===== config.mk =====
export PLATFORM = sky130hd
export DESIGN_NAME = cei_core
export DESIGN_NICKNAME = d
export VERILOG_FILES = /design/src/cei_pkg.sv /design/src/cei_core.sv
export VERILOG_INCLUDE_DIRS = /design/src
export SDC_FILE = /design/constraint.sdc
export NUM_CORES = 1
export LEC_CHECK = 0
export CORE_UTILIZATION = 64
export DETAILED_ROUTE_END_ITERATION = 7
export DONT_BUFFER_PORTS = 1
export PLACE_DENSITY_LB_ADDON = 0.12
export RECOVER_POWER = 25
export SETUP_SLACK_MARGIN = 0.2
export SLEW_MARGIN = 10
export SYNTH_ARGS = -nofsm -noshare
export SYNTH_HDL_FRONTEND = slang
export SYNTH_SLANG_ARGS = --single-unit

===== constraint.sdc =====
create_clock -name clk -period 2.5 [get_ports clk]
set_clock_uncertainty 0.2 [all_clocks]
set_input_delay 0.375 -clock clk [delete_from_list [all_inputs] [get_ports clk]]
set_output_delay 0.375 -clock clk [all_outputs]
set_load 0.02 [all_outputs]

===== src/cei_params.svh =====
// Purpose: Offsets, field positions, reset values and limits of the error block
// Assumes: 32-bit register port, byte addresses
// Notes:   Included by the design and the test bench
`ifndef CEI_PARAMS_SVH
`define CEI_PARAMS_SVH
`define CEI_OFF_CTRL      8'h00
`define CEI_OFF_GIE       8'h04
`define CEI_OFF_GFL       8'h08
`define CEI_OFF_CIE       8'h0C
`define CEI_OFF_CFL       8'h10
`define CEI_OFF_TXF       8'h14
`define CEI_OFF_STS       8'h18
`define CEI_OFF_CNT       8'h1C
`define CEI_CTRL_RST      8'h01
`define CEI_CTRL_BOM      3:2
`define CEI_CTRL_ERROR_INDICATION_SELECT     4
`define CEI_CTRL_FORCE_BUSOFF_EXIT     5
`define CEI_CTRL_DLCE     6
`define CEI_CTRL_TAIE     7
`define CEI_CF_BUS        0
`define CEI_CF_WARN       1
`define CEI_CF_PASS       2
`define CEI_CF_BOE        3
`define CEI_CF_BOR        4
`define CEI_CF_OVLD       5
`define CEI_CF_LOCK       6
`define CEI_CF_ARB        7
`define CEI_CF_BERR       14:8
`define CEI_CF_CEO        15
`define CEI_CF_SCO        16
`define CEI_CF_TDC        17
`define CEI_CF_W          18
`define CEI_WARN_LIM      9'd95
`define CEI_PASS_LIM      9'd127
`define CEI_BOFF_LIM      9'd255
`define CEI_RECOV_SEQ     8'd128
`define CEI_LOCK_BITS     6'd32
`define CEI_CTR_MAX       8'hFF
`define CEI_TDC_BITS      10'd6
`define CEI_TDC_CLKS      10'd2
`endif


===== src/cei_pkg.sv =====
// Purpose: Types shared by the error and interrupt block
// Assumes: Enum values are literals here; cei_params.svh is not included
// Notes:   Nothing here is imported
`default_nettype none
package cei_pkg;
	typedef enum logic [1:0]
	{
		CEI_MD_OP    = 2'b00,
		CEI_MD_RESET = 2'b01,
		CEI_MD_HALT  = 2'b10
	} cei_mode_t;
	typedef enum logic [1:0]
	{
		CEI_BO_STD   = 2'b00,
		CEI_BO_ENTRY = 2'b01,
		CEI_BO_END   = 2'b10,
		CEI_BO_SW    = 2'b11
	} cei_bom_t;
	typedef struct packed
	{
		logic [7:0]  addr;
		logic [31:0] wdata;
		logic        wr;
		logic        rd;
	} cei_req_t;
	typedef struct packed
	{
		logic       done;
		logic [3:0] dlc;
		logic [3:0] rule_dlc;
		logic [6:0] len;
		logic [6:0] buf_size;
	} cei_rx_t;
endpackage
`default_nettype wire


===== src/cei_core.sv =====
// Purpose: Error detection, interrupt requests and bus-off handling of one channel
// Assumes: Event inputs are one-cycle pulses from logic on clk; rx_pin is asynchronous
// Notes:   Flags are write-one-to-clear; a set in the same cycle wins
`include "cei_params.svh"
`default_nettype none

module cei_core
(
	// Clock and reset
	input  wire logic             clk,
	input  wire logic             rst_n,
	// Register port
	input  wire cei_pkg::cei_req_t req,
	output logic [31:0]           rdata,
	// Receive path
	input  wire cei_pkg::cei_rx_t rx,
	input  wire logic             fifo_full_store,
	input  wire logic             hist_full_store,
	// Protocol engine
	input  wire logic [6:0]       bus_err,
	input  wire logic             err_qualify,
	input  wire logic             frame_done,
	input  wire logic [8:0]       tec,
	input  wire logic [8:0]       rec,
	input  wire logic             rec11_evt,
	input  wire logic             bit_tick,
	input  wire logic             rx_pin,
	input  wire logic             overload,
	input  wire logic             arb_lost,
	input  wire logic             tdc_valid,
	input  wire logic [9:0]       tdc_meas,
	input  wire logic [9:0]       dbit_clks,
	// Transmit sources
	input  wire logic             abort_done,
	input  wire logic             tx_done_irq,
	input  wire logic             cf_tx_irq,
	input  wire logic             hist_irq,
	// Interrupts and state
	output logic                  irq_global,
	output logic                  irq_chan_err,
	output logic                  irq_tx,
	output cei_pkg::cei_mode_t    mode,
	output logic                  bus_off
);
	////////////////////////////////////////////////////////////////////////////////
	// Register decode
	logic [7:0]               ctrl_q;
	logic [3:0]               gie_q;
	logic [3:0]               gfl_q;
	logic [`CEI_CF_W-1:0]     cie_q;
	logic [`CEI_CF_W-1:0]     cfl_q;
	logic                     txf_q;
	logic [7:0]               rcnt_q;
	logic [7:0]               cec_q;
	logic [7:0]               scc_q;
	logic [5:0]               lock_q;
	logic                     warn_seen_q;
	logic                     pass_seen_q;
	logic                     pend_halt_q;
	logic                     no_rirq_q;
	logic                     rx_meta_q;
	logic                     rx_sync_q;
	cei_pkg::cei_mode_t       mode_q;
	logic                     boff_q;
	logic [31:0]              rdata_q;

	wire wr_ctrl = req.wr && req.addr == `CEI_OFF_CTRL;
	wire wr_gie  = req.wr && req.addr == `CEI_OFF_GIE;
	wire wr_gfl  = req.wr && req.addr == `CEI_OFF_GFL;
	wire wr_cie  = req.wr && req.addr == `CEI_OFF_CIE;
	wire wr_cfl  = req.wr && req.addr == `CEI_OFF_CFL;
	wire wr_txf  = req.wr && req.addr == `CEI_OFF_TXF;
	wire cei_pkg::cei_mode_t req_mode = cei_pkg::cei_mode_t'(
		req.wdata[1:0] == 2'b11 ? 2'b01 : req.wdata[1:0]);
	wire cei_pkg::cei_bom_t busoff_behaviour_select = cei_pkg::cei_bom_t'(ctrl_q[`CEI_CTRL_BOM]);
	wire force_exit = wr_ctrl && req.wdata[`CEI_CTRL_FORCE_BUSOFF_EXIT];

	////////////////////////////////////////////////////////////////////////////////
	// Global error sources
	wire dlc_fail = rx.done && ctrl_q[`CEI_CTRL_DLCE] && rx.dlc < rx.rule_dlc;
	wire pay_ovf  = rx.done && !dlc_fail && rx.len > rx.buf_size;
	wire [3:0] gset = {pay_ovf, hist_full_store, fifo_full_store, dlc_fail};
	wire [3:0] gfl_d = (gfl_q & ~(wr_gfl ? req.wdata[3:0] : 4'h0)) | gset;

	////////////////////////////////////////////////////////////////////////////////
	// Channel error sources
	wire [6:0] berr_now = cfl_q[`CEI_CF_BERR];
	wire [6:0] berr_set = (ctrl_q[`CEI_CTRL_ERROR_INDICATION_SELECT] || berr_now == 7'h00) ? bus_err : 7'h00;
	wire any_berr  = |bus_err;
	wire warn_cond = tec > `CEI_WARN_LIM || rec > `CEI_WARN_LIM;
	wire pass_cond = tec > `CEI_PASS_LIM || rec > `CEI_PASS_LIM;
	wire warn_evt  = warn_cond && !warn_seen_q;
	wire pass_evt  = pass_cond && !pass_seen_q;
	wire bo_entry  = tec > `CEI_BOFF_LIM && !boff_q;
	wire recov_end = boff_q && rec11_evt && rcnt_q == `CEI_RECOV_SEQ - 8'd1;
	wire bo_cancel = wr_ctrl && (req_mode == cei_pkg::CEI_MD_RESET || (req_mode ==
		cei_pkg::CEI_MD_HALT && busoff_behaviour_select == cei_pkg::CEI_BO_SW));
	wire recov_irq = recov_end && busoff_behaviour_select != cei_pkg::CEI_BO_ENTRY && !no_rirq_q && !bo_cancel;
	wire lock_evt  = mode_q == cei_pkg::CEI_MD_OP && bit_tick && !rx_sync_q &&
		lock_q == `CEI_LOCK_BITS - 6'd1;
	wire cec_ovf   = any_berr && err_qualify && cec_q == `CEI_CTR_MAX;
	wire scc_ovf   = frame_done && scc_q == `CEI_CTR_MAX;
	wire [9:0] tdc_max = dbit_clks * `CEI_TDC_BITS - `CEI_TDC_CLKS;
	wire tdc_evt   = tdc_valid && tdc_meas > tdc_max;

	wire [`CEI_CF_W-1:0] cset;
	assign cset[`CEI_CF_BUS]  = any_berr;
	assign cset[`CEI_CF_WARN] = warn_evt;
	assign cset[`CEI_CF_PASS] = pass_evt;
	assign cset[`CEI_CF_BOE]  = bo_entry;
	assign cset[`CEI_CF_BOR]  = recov_irq;
	assign cset[`CEI_CF_OVLD] = overload;
	assign cset[`CEI_CF_LOCK] = lock_evt;
	assign cset[`CEI_CF_ARB]  = arb_lost;
	assign cset[`CEI_CF_BERR] = berr_set;
	assign cset[`CEI_CF_CEO]  = cec_ovf;
	assign cset[`CEI_CF_SCO]  = scc_ovf;
	assign cset[`CEI_CF_TDC]  = tdc_evt;
	wire [`CEI_CF_W-1:0] cfl_d = (cfl_q & ~(wr_cfl ? req.wdata[`CEI_CF_W-1:0] :
		{`CEI_CF_W{1'b0}})) | cset;
	wire txf_d = (txf_q && !(wr_txf && req.wdata[0])) || abort_done;

	////////////////////////////////////////////////////////////////////////////////
	// Mode and bus-off control
	cei_pkg::cei_mode_t mode_d;
	logic               pend_halt_d;
	always_comb
	begin
		mode_d      = mode_q;
		pend_halt_d = pend_halt_q && boff_q && !recov_end;
		if (wr_ctrl)
		begin
			if (req_mode == cei_pkg::CEI_MD_HALT && boff_q && busoff_behaviour_select == cei_pkg::CEI_BO_STD)
				pend_halt_d = 1'b1;
			else
				mode_d = req_mode;
		end
		else if (bo_entry && busoff_behaviour_select == cei_pkg::CEI_BO_ENTRY && mode_q == cei_pkg::CEI_MD_OP)
			mode_d = cei_pkg::CEI_MD_HALT;
		else if (recov_end && (pend_halt_q || (busoff_behaviour_select == cei_pkg::CEI_BO_END &&
			mode_q == cei_pkg::CEI_MD_OP)))
			mode_d = cei_pkg::CEI_MD_HALT;
	end
	wire boff_clr = recov_end || force_exit || (wr_ctrl && req_mode == cei_pkg::CEI_MD_RESET);
	wire boff_d   = bo_entry || (boff_q && !boff_clr);
	wire in_reset = mode_q == cei_pkg::CEI_MD_RESET;

	////////////////////////////////////////////////////////////////////////////////
	// Read mux
	wire [31:0] sts_w = {20'h0_0000, lock_q == `CEI_LOCK_BITS, rcnt_q, boff_q, mode_q};
	wire [31:0] rd_w =
		req.addr == `CEI_OFF_CTRL ? {24'h0, ctrl_q} :
		req.addr == `CEI_OFF_GIE  ? {28'h0, gie_q} :
		req.addr == `CEI_OFF_GFL  ? {28'h0, gfl_q} :
		req.addr == `CEI_OFF_CIE  ? {14'h0, cie_q} :
		req.addr == `CEI_OFF_CFL  ? {14'h0, cfl_q} :
		req.addr == `CEI_OFF_TXF  ? {31'h0, txf_q} :
		req.addr == `CEI_OFF_STS  ? sts_w :
		req.addr == `CEI_OFF_CNT  ? {16'h0, scc_q, cec_q} : 32'h0000_0000;

	////////////////////////////////////////////////////////////////////////////////
	// Registers
	always_ff @(posedge clk or negedge rst_n)
	begin
		if (!rst_n)
		begin
			ctrl_q <= `CEI_CTRL_RST;
			gie_q  <= 4'h0;
			gfl_q  <= 4'h0;
			cie_q  <= {`CEI_CF_W{1'b0}};
			cfl_q  <= {`CEI_CF_W{1'b0}};
			txf_q  <= 1'b0;
			mode_q <= cei_pkg::CEI_MD_RESET;
			boff_q <= 1'b0;
			pend_halt_q <= 1'b0;
			rdata_q <= 32'h0000_0000;
		end
		else
		begin
			if (wr_ctrl)
				ctrl_q <= {req.wdata[7:6], 1'b0, req.wdata[4:2], mode_d};
			else
				ctrl_q[1:0] <= mode_d;
			if (wr_gie)
				gie_q <= req.wdata[3:0];
			if (wr_cie)
				cie_q <= req.wdata[`CEI_CF_W-1:0];
			gfl_q  <= gfl_d;
			cfl_q  <= cfl_d;
			txf_q  <= txf_d;
			mode_q <= mode_d;
			boff_q <= boff_d;
			pend_halt_q <= pend_halt_d;
			rdata_q <= req.rd ? rd_w : 32'h0000_0000;
		end
	end

	always_ff @(posedge clk or negedge rst_n)
	begin
		if (!rst_n)
		begin
			rcnt_q      <= 8'h00;
			no_rirq_q   <= 1'b0;
			warn_seen_q <= 1'b0;
			pass_seen_q <= 1'b0;
			cec_q       <= 8'h00;
			scc_q       <= 8'h00;
		end
		else
		begin
			if (!boff_q || boff_clr)
				rcnt_q <= 8'h00;
			else if (rec11_evt)
				rcnt_q <= rcnt_q + 8'd1;
			no_rirq_q   <= boff_q && !boff_clr && (no_rirq_q || bo_cancel);
			warn_seen_q <= !in_reset && (warn_seen_q || warn_cond);
			pass_seen_q <= !in_reset && (pass_seen_q || pass_cond);
			if (any_berr && err_qualify && cec_q != `CEI_CTR_MAX)
				cec_q <= cec_q + 8'd1;
			if (frame_done && scc_q != `CEI_CTR_MAX)
				scc_q <= scc_q + 8'd1;
		end
	end

	// Bus line sampled through two flops before the dominant run counter
	always_ff @(posedge clk or negedge rst_n)
	begin
		if (!rst_n)
		begin
			rx_meta_q <= 1'b1;
			rx_sync_q <= 1'b1;
			lock_q    <= 6'd0;
		end
		else
		begin
			rx_meta_q <= rx_pin;
			rx_sync_q <= rx_meta_q;
			if (mode_q != cei_pkg::CEI_MD_OP || (bit_tick && rx_sync_q))
				lock_q <= 6'd0;
			else if (bit_tick && lock_q != `CEI_LOCK_BITS)
				lock_q <= lock_q + 6'd1;
		end
	end

	////////////////////////////////////////////////////////////////////////////////
	// Outputs
	assign rdata        = rdata_q;
	assign irq_global   = |(gfl_q & gie_q);
	assign irq_chan_err = |(cfl_q & cie_q);
	assign irq_tx = tx_done_irq || cf_tx_irq || hist_irq ||
		(txf_q && ctrl_q[`CEI_CTRL_TAIE]);
	assign mode    = mode_q;
	assign bus_off = boff_q;

	////////////////////////////////////////////////////////////////////////////////
	// Checks
	a_dlc_flag: assert property (@(posedge clk) disable iff (!rst_n)
		dlc_fail |=> gfl_q[0]) else $error("DLC error not flagged");
	a_pay_excl: assert property (@(posedge clk) disable iff (!rst_n)
		dlc_fail |-> !pay_ovf) else $error("Payload overflow with DLC error");
	a_flag_hold: assert property (@(posedge clk) disable iff (!rst_n)
		$past(cfl_q[`CEI_CF_BUS]) && !$past(wr_cfl) |-> cfl_q[`CEI_CF_BUS])
		else $error("Flag dropped without clear");
	a_set_wins: assert property (@(posedge clk) disable iff (!rst_n)
		wr_cfl && arb_lost |=> cfl_q[`CEI_CF_ARB]) else $error("Set lost to clear");
	a_irq_gate: assert property (@(posedge clk) disable iff (!rst_n)
		cie_q == {`CEI_CF_W{1'b0}} |-> !irq_chan_err) else $error("Masked irq");
	a_warn_once: assert property (@(posedge clk) disable iff (!rst_n)
		warn_evt |=> !warn_evt [*2]) else $error("Warning repeated");
	a_boff_enter: assert property (@(posedge clk) disable iff (!rst_n)
		tec > `CEI_BOFF_LIM && !boff_q |=> boff_q && cfl_q[`CEI_CF_BOE])
		else $error("Bus-off not entered");
	a_recov_end: assert property (@(posedge clk) disable iff (!rst_n)
		recov_end |=> !boff_q && (rcnt_q == 8'h00)) else $error("Recovery missed");
	a_halt_entry: assert property (@(posedge clk) disable iff (!rst_n)
		bo_entry && busoff_behaviour_select == cei_pkg::CEI_BO_ENTRY && mode_q == cei_pkg::CEI_MD_OP &&
		!wr_ctrl |=> mode_q == cei_pkg::CEI_MD_HALT) else $error("No halt at entry");
	a_no_bo01_irq: assert property (@(posedge clk) disable iff (!rst_n)
		busoff_behaviour_select == cei_pkg::CEI_BO_ENTRY |-> !recov_irq) else $error("Recovery irq in 01");
	a_defer_halt: assert property (@(posedge clk) disable iff (!rst_n)
		pend_halt_q && !recov_end |=> mode_q == $past(mode_q) || $past(wr_ctrl))
		else $error("Halt not deferred");
	a_first_err: assert property (@(posedge clk) disable iff (!rst_n)
		!ctrl_q[`CEI_CTRL_ERROR_INDICATION_SELECT] && berr_now != 7'h00 && !wr_cfl |=>
		cfl_q[`CEI_CF_BERR] == $past(berr_now)) else $error("Later error set");
	a_tdc_viol: assert property (@(posedge clk) disable iff (!rst_n)
		tdc_evt |=> cfl_q[`CEI_CF_TDC]) else $error("TDC violation missed");
endmodule
`default_nettype wire


==> run metrics, run 1 <==
clk slew on worst S/H paths 0.10 ns; post-synthesis adder-cell area fraction 0.06771; Tmin final 3.266 ns; GRT Total Usage 0.3326; part of the Yosys area used for sequential elements 0.4319; flop-to-flop setup slack 0.43 ns; status complete, but fails checks; ANT cells 0; core area 9328 um^2; largest net degree at the start of global routing 108; CTS Sinks 107; syn avg cell area 10.03 um^2; final hold slack -0.5088 ns; crit share post-route 1.306; first-pass GRT wire length 25920 um; Cell Area, Synth 6208 um^2; DRT Wirelength 16100 um; XOR/XNOR Fraction of Synth Area 0.05502; met2 routed WL 7830 um; # port buffers 0; Pre-antenna DRT Iters 6; final net count 851; routed length on met3 1423 um; H-tree Lvls 3; FF-to-FF End cfl_q[10]; worst hold path class input port to asynchronous set/reset pin; Cell Pwr Density 608.7 nW/um^2; initial cell density of the core 0.6656; count of final max-slew check failures 0; CP startpoint dbit_clks[0]; Post-synth EDFFs 0; largest family of logic cells by synthesized area simple AND/OR/NAND/NOR gates; Final Hold Vio Count 107; Compound-Gate Fraction of Synth Area 0.1483; DRC violations left 0; crit path max fanout 4; Yosys warning count 0; Via-to-Cell Ratio 6.291; max-cap violations 0; dpl cell area 6411 um^2; Synth cell types 71; simple-gate share of the synthesized area 0.1888; failing checks hold timing, setup timing; Worst EP arrival 3.32 ns; initial drt markers 448; height of the die 100.5 um; Clock Latency Late Sink 0.37 ns; CTS buffer count 9; vias in the first global route 5172; Post-CTS Hold Fix Bufs 49; Setup Crit Path Kind input port to register; Routed Antenna Nets 0; #FFs+latches synth 107; asr flop ratio synth 1.000; Post-DP HPWL 11200 um; FMAX 306.2 MHz; LEAKAGE 0.003251 uW; clock buffer depth 2; P&R area growth vs syn 16.28%; start of the worst register-to-register path cfl_q[11]; Die Width 100.5 um; boundary pin count 164; clock root buffer clkbuf_8; CTS tree yes; CP required 2.55 ns; Cells after Synth 619; mux share of post-synthesis cell area 0.05885; grt ovf 0; DRT met1 WL 6469 um; routability cong. 0.8768; Die Footprint 10100 um^2; Max-slew headroom 0.5611; Final Setup Violations 1; placement row count 35; wire per inst 19.49 um; VDD IR max 396.0 uV; share of cells above drive strength 1 0.1349; initial antenna violation count 0; CP Launch Type input port; RSZ-0062 raised after global routing yes; measured slew at the worst slew-check pin 0.6540 ns; DR top layer met4; CP Capture Type register; fin area 7219 um^2; FF-to-FF path depth 4; fin worst setup slack -0.7660 ns; Vias 5196; predominant post-synthesis flop cell dfrtp_1
-- cells by family after synthesis --
| logic type | Yosys count |
|---|---|
| xor+xnor | 39 |
| buf+inv | 56 |
| other cells | 1 |
| flops | 107 |
| mux | 32 |
| simple gates | 221 |
| compound gates | 130 |
| fa+ha+maj | 33 |
-- flip-flops by register name (all words and copies together), names as in the netlist, 2 cells and up --
register and cells:
mode 2, rdata 18, lock_q 6, ctrl_q 5
gfl_q 4, cfl_q 18, gie_q 4, cie_q 18
scc_q 8, rcnt_q 8, cec_q 8
-- critical path, stage by stage --
cell      delay [ns]
ha_4            0.14
fa_2            0.36
nand3_2         0.08
a21boi_2        0.05
o21a_1          0.18
or3_1           0.32
a2111o_1        0.38
xor2_1          0.16
ha_1            0.30
nand4_1         0.15
or4b_4          0.55
a32o_1          0.24
-- Yosys cell counts (3+ instances only) --
cell / count / area [um^2]
xnor2_1: 19 / 166.4
nand3_1: 13 / 65.06
nor3_1: 7 / 35.03
nand4_1: 15 / 93.84
dfstp_2: 3 / 78.83
a22o_1: 19 / 166.4
o21ai_0: 17 / 85.08
a2bb2oi_1: 3 / 26.28
a211oi_1: 4 / 30.03
inv_1: 23 / 86.33
mux2_2: 10 / 112.6
buf_4: 18 / 135.1
nor2_1: 56 / 210.2
mux2_1: 10 / 112.6
nor2b_1: 7 / 43.79
a22oi_1: 12 / 90.09
and2_1: 6 / 37.54
o22ai_1: 3 / 18.77
nor4_1: 4 / 25.02
a222oi_1: 4 / 40.04
a21o_1: 14 / 105.1
buf_2: 8 / 40.04
and3_1: 9 / 56.30
dfrtp_1: 104 / 2603
o21ai_1: 9 / 45.04
mux2_4: 4 / 60.06
nand2_1: 68 / 255.2
clkbuf_1: 5 / 18.77
ha_1: 32 / 400.4
nand2b_1: 8 / 50.05
a21oi_1: 21 / 105.1
a221oi_1: 6 / 52.55
mux2i_1: 8 / 80.08
xor2_1: 20 / 175.2
-- power breakdown --
part	internal [uW]	leakage [uW]	switching, uW
Sequential	1950	0.00134	307
Combinational	512	0.00179	436
Clock	579	0.000113	614
Total	3040	0.00325	1360
-- area by class of cell --
cell class,count,area [um^2]
Clock inverter,6,97.59
Fill cell,675,2108
Timing Repair Buffer,82,738.2
Tap cell,129,161.4
Sequential cell,107,2683
Clock buffer,10,127.6
Inverter,23,86.33
Multi-Input combinational cell,469,3326
-- routing by layer --
| metal | GRT usage | up-vias |
|---|---|---|
| met5 | 0 | - |
| met4 | 0.09253 | 0 |
| met3 | 0.08114 | 36 |
| met2 | 0.5406 | 262 |
| met1 | 0.4470 | 2562 |
| li1 | - | 2336 |
-- how the worst max path moves through the flow --
stage / end / slack, ns
after floorplan: cfl_q[17] / -0.99
after global placement: cfl_q[17] / -1.06
after detailed placement: cfl_q[17] / -1.13
after CTS: cfl_q[17] / -0.69
after global routing: cfl_q[17] / -0.86
final: cfl_q[17] / -0.77
-- timing repair --
item	CTS	global route
gates resized for setup	2	6
pin swaps	1	5
gates cloned	0	0
setup buffers	3	4
endpoints found under the setup margin	2	2
hold endpoints to repair	168	107
-- stage by stage --
stage	power [uW]	cells	worst slack, ns	util	setup TNS (ns)
global route	4602	826	-0.8647	0.7740	-0.8647
global placement	3013	754	-1.060	0.6873	-1.060
finish	4394	826	-0.7660	0.7740	-0.7660
CTS	4348	822	-0.6874	0.7677	-0.6874
detailed placement	3067	754	-1.132	0.6873	-1.132
floorplan	2821	632	-0.9872	-	-0.9872
-- cells in the final DEF (no fill, tap or decap), types with 17 or more instances in the layout --
cell type      instances
dfrtp_1              103
buf_4                 33
nor2_1                56
o21ai_0               17
nand2_1               68
xnor2_1               19
ha_1                  31
dlygate4sd3_1         49
xor2_1                20
inv_1                 23
a22o_1                19
a21oi_1               21
(Power assumes the default switching activity.)
==> inputs of run 2 (changes only) <==
--- a/config.mk
+++ b/config.mk
@@ -6,6 +6,7 @@
 export SDC_FILE = /design/constraint.sdc
 export NUM_CORES = 1
 export LEC_CHECK = 0
+export CORE_ASPECT_RATIO = 0.9
 export CORE_UTILIZATION = 64
 export DETAILED_ROUTE_END_ITERATION = 7
 export DONT_BUFFER_PORTS = 1
==> run metrics, run 2 (synthesized netlist as in run 1, its figures left out) <==
status complete, but fails checks; failing checks hold timing, setup timing; dpl cell area 6440 um^2; grt ovf 0; VDD IR max 472.4 uV; start of the worst register-to-register path cfl_q[14]; highest-count cells in the layout ignoring fill and taps 104 x dfrtp_1, 68 x nand2_1, 56 x nor2_1, 48 x dlygate4sd3_1, 36 x buf_4; Clock Latency Late Sink 0.38 ns; max-cap violations 0; Routed Antenna Nets 0; fin worst setup slack -0.6490 ns; DRT Wirelength 16170 um; final net count 853; FF-to-FF path depth 6; height of the die 95.44 um; initial drt markers 365; fin area 7189 um^2; Final Setup Violations 1; FF-to-FF End cfl_q[13]; flop-to-flop setup slack 0.26 ns; GRT Total Usage 0.3318; boundary pin count 164; # port buffers 0; routability cong. 0.9247; Tmin final 3.149 ns; initial cell density of the core 0.6713; CP required 2.57 ns; RSZ-0062 raised after global routing yes; CP Capture Type register; CTS Sinks 107; crit path max fanout 4; vias in the first global route 5158; largest net degree at the start of global routing 108; first-pass GRT wire length 25360 um; clock buffer depth 2; FMAX 317.6 MHz; Via-to-Cell Ratio 6.398; Setup Crit Path Kind input port to register; initial antenna violation count 1; P&R area growth vs syn 15.80%; Vias 5259; wire per inst 19.68 um; post-layout util 0.7773; core area 9249 um^2; CTS buffer count 9; Final Power 4172 uW; clock root buffer clkbuf_8; clk slew on worst S/H paths 0.10 ns; crit share post-route 1.260; Max-slew headroom 0.6464; Sequential Area 2681 um^2; placement row count 33; Die Footprint 10100 um^2; Die Width 105.8 um; share of cells above drive strength 1 0.1402; measured slew at the worst slew-check pin 0.5265 ns; DRC violations left 0; area occupied by multi-input gates 3346 um^2; fill cell count 633; CTS tree yes; final hold slack -0.5193 ns; LEAKAGE 0.003236 uW; count of final max-slew check failures 0; commonest non-fill, non-tap cell in the layout dfrtp_1; Worst EP arrival 3.22 ns; worst hold path class input port to asynchronous set/reset pin; CP Launch Type input port; Final Hold Vio Count 107; Pre-antenna DRT Iters 5; H-tree Lvls 3; Cell Pwr Density 580.3 nW/um^2; Post-DP HPWL 11560 um; Post-CTS Hold Fix Bufs 48
==> run 2: how the worst max path moves through the flow <==
| stage | startpoint | to | slack (ns) | cells past startpoint |
|---|---|---|---|---|
| after global placement | dbit_clks[0] | cfl_q[17] | -1.03 | 12 |
| after detailed placement | dbit_clks[3] | cfl_q[17] | -1.12 | 11 |
| final | dbit_clks[0] | cfl_q[17] | -0.65 | 12 |
| after floorplan | dbit_clks[0] | cfl_q[17] | -0.99 | 12 |
| after CTS | dbit_clks[3] | cfl_q[17] | -0.64 | 11 |
| after global routing | dbit_clks[0] | cfl_q[17] | -0.75 | 12 |
==> run 2: critical path: stages <==
cell and delay (ns):
ha_4 0.14, fa_2 0.36, nand3_2 0.09, a21boi_2 0.06
o21a_1 0.18, or3_4 0.32, a2111o_1 0.38, xor2_1 0.16
ha_1 0.30, nand4_1 0.10, or4b_4 0.52, a32o_1 0.22
==> run 2: what timing repair did <==
| action | 4_1_cts | 5_1_grt |
|---|---|---|
| endpoints found under the hold margin | 168 | 107 |
| setup buffers | 3 | 2 |
| pin swaps | 2 | 4 |
| setup endpoints to repair | 2 | 2 |
| gates resized for setup | 4 | 7 |
==> run 2: metrics by stage <==
stage | setup TNS (ns) | cells | setup WS, ns
finish | -0.6490 | 822 | -0.6490
detailed placement | -1.124 | 752 | -1.124
floorplan | -0.9872 | 632 | -0.9872
CTS | -0.6352 | 819 | -0.6352
global placement | -1.033 | 752 | -1.033
global route | -0.7537 | 822 | -0.7537
==> run 2: layer usage <==
metal | share of wire | vias up | routed length (um) | track usage
met3 | 0.12 | 54 | 1874 | 0.09979
met1 | 0.38 | 2535 | 6191 | 0.4079
met2 | 0.47 | 321 | 7613 | 0.5561
met4 | 0.030 | 0 | 493 | 0.1262
li1 | - | 2349 | - | -
met5 | 0 | - | 0 | 0
==> run 2: where the power goes <==
| group | internal [uW] | switching (uW) |
|---|---|---|
| logic | 520 | 439 |
| clock network | 368 | 571 |
| registers | 1940 | 330 |
| total | 2830 | 1340 |
==> run 2: layout make-up <==
cell class / count / area share
Multi-Input combinational cell: 469 / 0.4654
Sequential cell: 107 / 0.3730
Timing Repair Buffer: 84 / 0.1044
Tap cell: 122 / 0.02123
Clock buffer: 11 / 0.01827
Inverter: 23 / 0.01201
Clock inverter: 5 / 0.005395
Antenna cell: 1 / 0.0003481
